**config.mk**
```make
export PLATFORM = sky130hd
export DESIGN_NAME = operand_address_generation
export DESIGN_NICKNAME = d
export VERILOG_FILES = /design/src/operand_addr_pkg.sv /design/src/operand_address_generation.sv
export SDC_FILE = /design/constraint.sdc
export NUM_CORES = 1
export LEC_CHECK = 0
export BUFFER_PORTS_ARGS = -buffer_cell sky130_fd_sc_hd__buf_2
export CORE_UTILIZATION = 35
export CTS_CLUSTER_SIZE = 24
export DETAILED_ROUTE_END_ITERATION = 8
export PLACE_DENSITY = 0.62
export RECOVER_POWER = 25
export SLEW_MARGIN = 25
export SYNTH_ARGS = -nofsm -noshare
export SYNTH_HDL_FRONTEND = slang
export SYNTH_SLANG_ARGS = --single-unit
export TNS_END_PERCENT = 1
```
**constraint.sdc**
```tcl
create_clock -name ref_clk -period 0.8 [get_ports ref_clk]
set_input_delay 0.08 -clock ref_clk [delete_from_list [all_inputs] [get_ports ref_clk]]
set_output_delay 0.08 -clock ref_clk [all_outputs]
set_load 0.02 [all_outputs]
```
**src/operand_addr_pkg.sv**
```systemverilog
package operand_addr_pkg;

	localparam int DATA_W = 8;
	localparam int CODE_W = 16;
	localparam int DIRECT_LOW_LIMIT = 128;
	localparam logic [7:0] DIRECT_LOW_MASK = 8'h7f;
	localparam logic [7:0] SFR_SPACE_BIT = 8'h80;
	localparam logic [1:0] BANK_SEL_SHIFT = 2'h3;
	localparam logic [7:0] ACC_SFR_ADDR = 8'h00;

	// Addressing modes, one-hot
	typedef enum logic [6:0] {
		MODE_NONE     = 7'h01,
		MODE_LITERAL  = 7'h02,
		MODE_DIRECT   = 7'h04,
		MODE_POINTER  = 7'h08,
		MODE_REGISTER = 7'h10,
		MODE_SPECIFIC = 7'h20,
		MODE_INDEXED  = 7'h40
	} mode_type;

	// Pointer source for pointer mode
	typedef enum logic [1:0] {
		PTR_SLOT_ZERO = 2'h0,
		PTR_SLOT_ONE  = 2'h1,
		PTR_STACK     = 2'h2,
		PTR_TABLE     = 2'h3
	} ptr_sel_type;

	// Decoded request from the instruction decoder
	typedef struct packed {
		logic        valid;
		mode_type    mode;
		logic [7:0]  opcode;
		logic [7:0]  operandByte;
		ptr_sel_type ptrSel;
		logic        ptrExternal;
		logic        baseIsPc;
		logic        indexJump;
		logic        writeReq;
	} request_type;

	// Formed operand location
	typedef struct packed {
		logic        valid;
		logic        literalValid;
		logic [7:0]  literalValue;
		logic        dataValid;
		logic [7:0]  dataAddr;
		logic        sfrSpace;
		logic        extValid;
		logic [15:0] extAddr;
		logic        codeRead;
		logic [15:0] codeAddr;
		logic        pcLoad;
		logic [15:0] pcNext;
		logic        fetchExtra;
		logic        writeAllowed;
		logic        refused;
	} result_type;

endpackage

```
**src/operand_address_generation.sv**
```systemverilog
`timescale 1ns/1ps
// Summary of operation
// - Literal mode operand comes from program bytes following the opcode.
// - Direct mode takes location from an 8-bit instruction address field.
// - Direct mode reaches low 128 RAM bytes and SFR space only.
// - Pointer mode reads address from named register; internal or external.
// - 8-bit pointers are bank slot zero, slot one, or stack pointer.
// - 16-bit pointers come only from the table pointer register.
// - Register mode decodes 3-bit opcode field selecting bank register.
// - Register mode fetches no extra address byte.
// - Register-specific mode puts the accumulator SFR (ACC_SFR_ADDR) on dataAddr but leaves dataValid low; no address byte.
// - Indexed mode reads program memory only; never writes.
// - Indexed read address is table pointer or PC plus accumulator.
// - Indexed jump loads PC with table pointer plus accumulator.
module operand_address_generation
	import operand_addr_pkg::*;
(
	// Clock and reset
	input  wire logic                       ref_clk,
	input  wire logic                       reset_n,
	// Decoder request
	input  wire operand_addr_pkg::request_type request,
	// Core state
	input  wire logic [1:0]                 bankSelect,
	input  wire logic [7:0]                 bankSlotZero,
	input  wire logic [7:0]                 bankSlotOne,
	input  wire logic [7:0]                 stackPointer,
	input  wire logic [15:0]                table_pointer,
	input  wire logic [15:0]                programCounter,
	input  wire logic [7:0]                 accumulator,
	// Formed location
	output operand_addr_pkg::result_type    result
);
	import operand_addr_pkg::*;

	result_type resultD;

	// One register group per concern, so each field has a single owner
	logic        valid_q;
	logic        refused_q;
	logic        literalValid_q;
	logic [7:0]  literalValue_q;
	logic        dataValid_q;
	logic [7:0]  dataAddr_q;
	logic        sfrSpace_q;
	logic        extValid_q;
	logic [15:0] extAddr_q;
	logic        codeRead_q;
	logic [15:0] codeAddr_q;
	logic        pcLoad_q;
	logic [15:0] pcNext_q;
	logic        fetchExtra_q;
	logic        writeAllowed_q;

	// Bank register address from the 3-bit opcode field
	function automatic logic [7:0] bankRegAddr(input logic [1:0] bank,
		input logic [2:0] slot);
		bankRegAddr = {3'h0, bank, slot};
	endfunction

	// Zero-extended add that drops the carry out of bit 15
	function automatic logic [15:0] indexSum(input logic [15:0] base,
		input logic [7:0] idx);
		logic [16:0] full;
		full = {1'b0, base} + {9'h000, idx};
		indexSum = full[15:0];
	endfunction

	logic [7:0] ptrByte;
	logic [15:0] indexBase;

	always_comb begin
		// Pointer register choice
		unique case (request.ptrSel)
			PTR_SLOT_ZERO: ptrByte = bankSlotZero;
			PTR_SLOT_ONE:  ptrByte = bankSlotOne;
			PTR_STACK:     ptrByte = stackPointer;
			PTR_TABLE:     ptrByte = table_pointer[7:0];
		endcase
		indexBase = request.baseIsPc ? programCounter : table_pointer;
	end

	always_comb begin
		resultD = '0;
		resultD.valid = request.valid;
		if (request.valid) begin
			unique case (request.mode)
				MODE_LITERAL: begin
					resultD.literalValid = 1'b1;
					resultD.literalValue = request.operandByte;
					resultD.fetchExtra = 1'b1;
					resultD.writeAllowed = 1'b0;
				end
				MODE_DIRECT: begin
					resultD.fetchExtra = 1'b1;
					resultD.dataValid = 1'b1;
					resultD.writeAllowed = request.writeReq;
					resultD.sfrSpace =
						(request.operandByte & SFR_SPACE_BIT) != 8'h00;
					resultD.dataAddr = request.operandByte;
				end
				MODE_POINTER: begin
					resultD.writeAllowed = request.writeReq;
					if (request.ptrSel == PTR_TABLE) begin
						resultD.extValid = 1'b1;
						resultD.extAddr = table_pointer;
					end else if (request.ptrExternal) begin
						resultD.extValid = 1'b1;
						resultD.extAddr = {8'h00, ptrByte};
					end else begin
						// slot zero, slot one or stack
						resultD.dataValid = 1'b1;
						resultD.dataAddr = ptrByte;
					end
				end
				MODE_REGISTER: begin
					resultD.dataValid = 1'b1;
					resultD.dataAddr =
						bankRegAddr(bankSelect, request.opcode[2:0]);
					resultD.writeAllowed = request.writeReq;
					resultD.fetchExtra = 1'b0;
				end
				MODE_SPECIFIC: begin
					resultD.fetchExtra = 1'b0;
					resultD.sfrSpace = 1'b1;
					resultD.dataAddr = ACC_SFR_ADDR;
					resultD.writeAllowed = request.writeReq;
				end
				MODE_INDEXED: begin
					resultD.writeAllowed = 1'b0;
					resultD.refused = request.writeReq;
					if (request.indexJump) begin
						resultD.pcLoad = 1'b1;
						resultD.pcNext = indexSum(table_pointer, accumulator);
					end else begin
						resultD.codeRead = 1'b1;
						resultD.codeAddr = indexSum(indexBase, accumulator);
					end
				end
				default: begin
					// Unknown or idle mode yields no access
					resultD.refused = 1'b1;
				end
			endcase
		end
	end

	// Acceptance and refusal
	always_ff @(posedge ref_clk or negedge reset_n) begin
		if (!reset_n) begin
			valid_q <= 1'b0;
			refused_q <= 1'b0;
		end else begin
			valid_q <= resultD.valid;
			refused_q <= resultD.refused;
		end
	end

	always_ff @(posedge ref_clk or negedge reset_n) begin
		if (!reset_n) begin
			literalValid_q <= 1'b0;
			literalValue_q <= 8'h00;
		end else begin
			literalValid_q <= resultD.literalValid;
			literalValue_q <= resultD.literalValue;
		end
	end

	always_ff @(posedge ref_clk or negedge reset_n) begin
		if (!reset_n) begin
			dataValid_q <= 1'b0;
			dataAddr_q <= 8'h00;
			sfrSpace_q <= 1'b0;
		end else begin
			dataValid_q <= resultD.dataValid;
			dataAddr_q <= resultD.dataAddr;
			sfrSpace_q <= resultD.sfrSpace;
		end
	end

	always_ff @(posedge ref_clk or negedge reset_n) begin
		if (!reset_n) begin
			extValid_q <= 1'b0;
			extAddr_q <= 16'h0000;
		end else begin
			extValid_q <= resultD.extValid;
			extAddr_q <= resultD.extAddr;
		end
	end

	always_ff @(posedge ref_clk or negedge reset_n) begin
		if (!reset_n) begin
			codeRead_q <= 1'b0;
			codeAddr_q <= 16'h0000;
		end else begin
			codeRead_q <= resultD.codeRead;
			codeAddr_q <= resultD.codeAddr;
		end
	end

	always_ff @(posedge ref_clk or negedge reset_n) begin
		if (!reset_n) begin
			pcLoad_q <= 1'b0;
			pcNext_q <= 16'h0000;
		end else begin
			pcLoad_q <= resultD.pcLoad;
			pcNext_q <= resultD.pcNext;
		end
	end

	always_ff @(posedge ref_clk or negedge reset_n) begin
		if (!reset_n) begin
			fetchExtra_q <= 1'b0;
			writeAllowed_q <= 1'b0;
		end else begin
			fetchExtra_q <= resultD.fetchExtra;
			writeAllowed_q <= resultD.writeAllowed;
		end
	end

	// Packed in field order of the result struct
	assign result = {valid_q, literalValid_q, literalValue_q, dataValid_q,
		dataAddr_q, sfrSpace_q, extValid_q, extAddr_q, codeRead_q,
		codeAddr_q, pcLoad_q, pcNext_q, fetchExtra_q, writeAllowed_q,
		refused_q};

endmodule

```
==> summary.txt <==
Root buf cell = clkbuf_16
Power Total = 10500 uW
Final hold vios = 0
Slew margin rel. = 0.704
CTS tree = yes
Worst-path cell with the longest stage delay = o31ai_4
Cts bufs inserted = 9
Crit path time final = 1.77 ns
Crit path launch type = input port
Final slew viol count = 0
Antenna violations before repair = 0
Clk pwr share = 0.411
Cells after Synth = 431
Pre-CTS setup slack = -1.36 ns
Gate power share = 0.232
Final Wtd Congestion = 0.854
Top post-synthesis cells by area = dfrtp_1 44%, ha_1 5.7%, a22oi_1 4.3%
Leakage power = 0.00348 uW
Row cnt = 39
Ys Warns = 0
H-tree Lvls = 3
Switching power = 2750 uW
Delay-heaviest family, CP = compound AO/OA/AOI/OAI gates
Critical path type = in2reg
Share of layout cells above drive strength 1 = 0.533
GRT Total Usage = 0.220
Post-synth EDFFs = 0
Yosys reg bits = 74
DRC Markers = 18
Hold WS = 0.00910 ns
Critical Path Max Stage Delay = 0.33 ns
Distinct cells, synth = 54
Port Buffers = 166
Vias per std cell = 5.10
GRT overflow = 0
Synth top area share = 0.445
First-pass iteration count of the detailed router = 6
Vias in the first global route = 4282
Max frequency = 566 MHz
Initial Util = 0.362
Most instantiated cells after synthesis = 74 x dfrtp_1, 47 x nor2_1, 31 x a21oi_1, 28 x nand2_1, 25 x o21ai_0
WL per Instance = 16.2 microns
Placed cell areas = 5910 sq um
Die Area = 12300 sq um
Max IR drop VDD = 0.868 mV
CTS sink count = 74
Clk buf depth = 2
Crit-path cells = buf_6 > buf_4 > mux2_4 > ha_4 > a21oi_1 > o21ai_2 > o31ai_4 > buf_4 > nor3_1 > nor3_1
Final non-filler cell area = 6900 sq um
Largest net degree at the start of global routing = 25
ANT cells = 0
Reg power frac = 0.357
CP Capture Type = register
Clock slew at reported path FFs = 0.06 ns
Iteration-0 DRC Markers = 210
Pwr dens = 1530 nW/um^2
Routed Antenna Nets = 0
# IOs = 172
Die H = 111 microns
Max cap viols = 0
Die Wd = 111 microns
Placed wire-length estimate = 10300 microns
RSZ-0062 raised after global routing = yes
Min-delay worst type = in2reg
Worst Path Required = 1.04 ns
Seq/Total Area, Yosys = 0.445
Worst EP arrival = 2.01 ns
Via Count = 4306
Synth Net Count = 550
Async S/R FF share, synth = 1.00
Cell taking the most area after synthesis = dfrtp_1
Final setup fails = 130
Final wirelength = 13700 microns
Failing checks = DRC, setup timing
Status = finished with violations
First-pass GRT wire length = 21300 microns
Crit path max fanout = 5
Period utilization = 2.21
Critical path buffers and inverters = 3
Area growth, synth to finish = 65.5%
Core footprint = 11500 sq um
Internal power = 7780 uW
Final worst setup slack = -0.966 ns
Final core occ = 0.599
Switch share = 0.261
Synthesized area = 4170 sq um
Nets@finish = 817
Primary FF master, synth = dfrtp_1
Slew @ Worst Pin = 0.444 ns
Top-count cell post-synth = dfrtp_1
Post-Syn Area per Cell = 9.66 sq um
[flip-flops by register name, summed over array words and instances, names as in the netlist]
name / count
literalValue_q: 8
pcNext_q: 16
sfrSpace_q: 1
refused_q: 1
dataAddr_q: 8
codeAddr_q: 16
writeAllowed_q: 1
dataValid_q: 1
extAddr_q: 16
extValid_q: 1
pcLoad_q: 1
valid_q: 1
literalValid_q: 1
codeRead_q: 1
fetchExtra_q: 1
[kinds of logic (layout without fill, tap and decap cells)]
group	after synthesis	count (layout)	share of synthesized area
muxes	18	18	0.0460
AOI/OAI and AO/OA	121	121	0.192
and+or+nand+nor	148	148	0.183
buffers and inverters	39	310	0.0469
adders and majority gates	21	21	0.0667
DFF	74	74	0.445
xor gates and xnor gates	10	10	0.0210
[final timing paths]
| path | slack [ns] | cells after the start | to | start |
|---|---|---|---|---|
| worst max-delay path | -0.97 | 10 | codeAddr_q[13] | request[2] |
| worst min-delay path | 0.009 | 2 | literalValue_q[7] | request[13] |
| max in group asynchronous | 0.08 | 3 | writeAllowed_q | reset_n |
| min in group asynchronous | 0.22 | 2 | codeAddr_q[10] | reset_n |
[layer usage]
metal | global-route usage | up-vias | wire length (microns)
met2 | 0.379 | 126 | 7010
met3 | 0.0312 | 30 | 517
met5 | 0 | - | 0
li1 | - | 2075 | -
met1 | 0.274 | 2075 | 5750
met4 | 0.100 | 0 | 416
[final cells by class]
type / instances / area (sq um)
Clock inverter: 5 / 78.8
Sequential cell: 74 / 1850
Inverter: 11 / 46.3
Multi-Input combinational cell: 318 / 2580
Fill cell: 1011 / 4620
Timing Repair Buffer: 284 / 1920
Tap cell: 143 / 179
Clock buffer: 10 / 239
[repair_timing]
item	CTS	global route
setup buffers	2	1
pin swaps	11	12
cloned	0	0
hold buffers	8	0
resized for setup	69	75
hold endpoints to repair	81	0
setup endpoints to repair	145	145
[layout by cell type, fill, tap and decap left out, drive strengths merged, types with 11 or more instances in the layout]
master / Yosys / layout
buf: 14 / 274
a22oi: 24 / 24
clkbuf: 14 / 12
and2: 16 / 16
and3: 11 / 11
dfrtp: 74 / 74
o21ai: 26 / 26
a21oi: 31 / 31
nand2: 28 / 28
nor2: 47 / 47
ha: 19 / 19
[power by group through the flow]
stage	combinational [uW]	clock, uW	sequential [uW]
floorplan	998	0	3830
global placement	1990	0	3830
detailed placement	2020	0	3830
CTS	2280	4400	3760
global route	2680	4560	3760
finish	2440	4320	3760
[per-stage QoR]
stage          TNS, ns  cells
6_report        -29.55    845
2_1_floorplan   -41.14    431
5_1_grt         -35.62    845
4_1_cts         -30.15    844
3_3_place_gp    -53.72    819
3_5_place_dp    -55.24    819
Power figures use the tool's default switching activity.
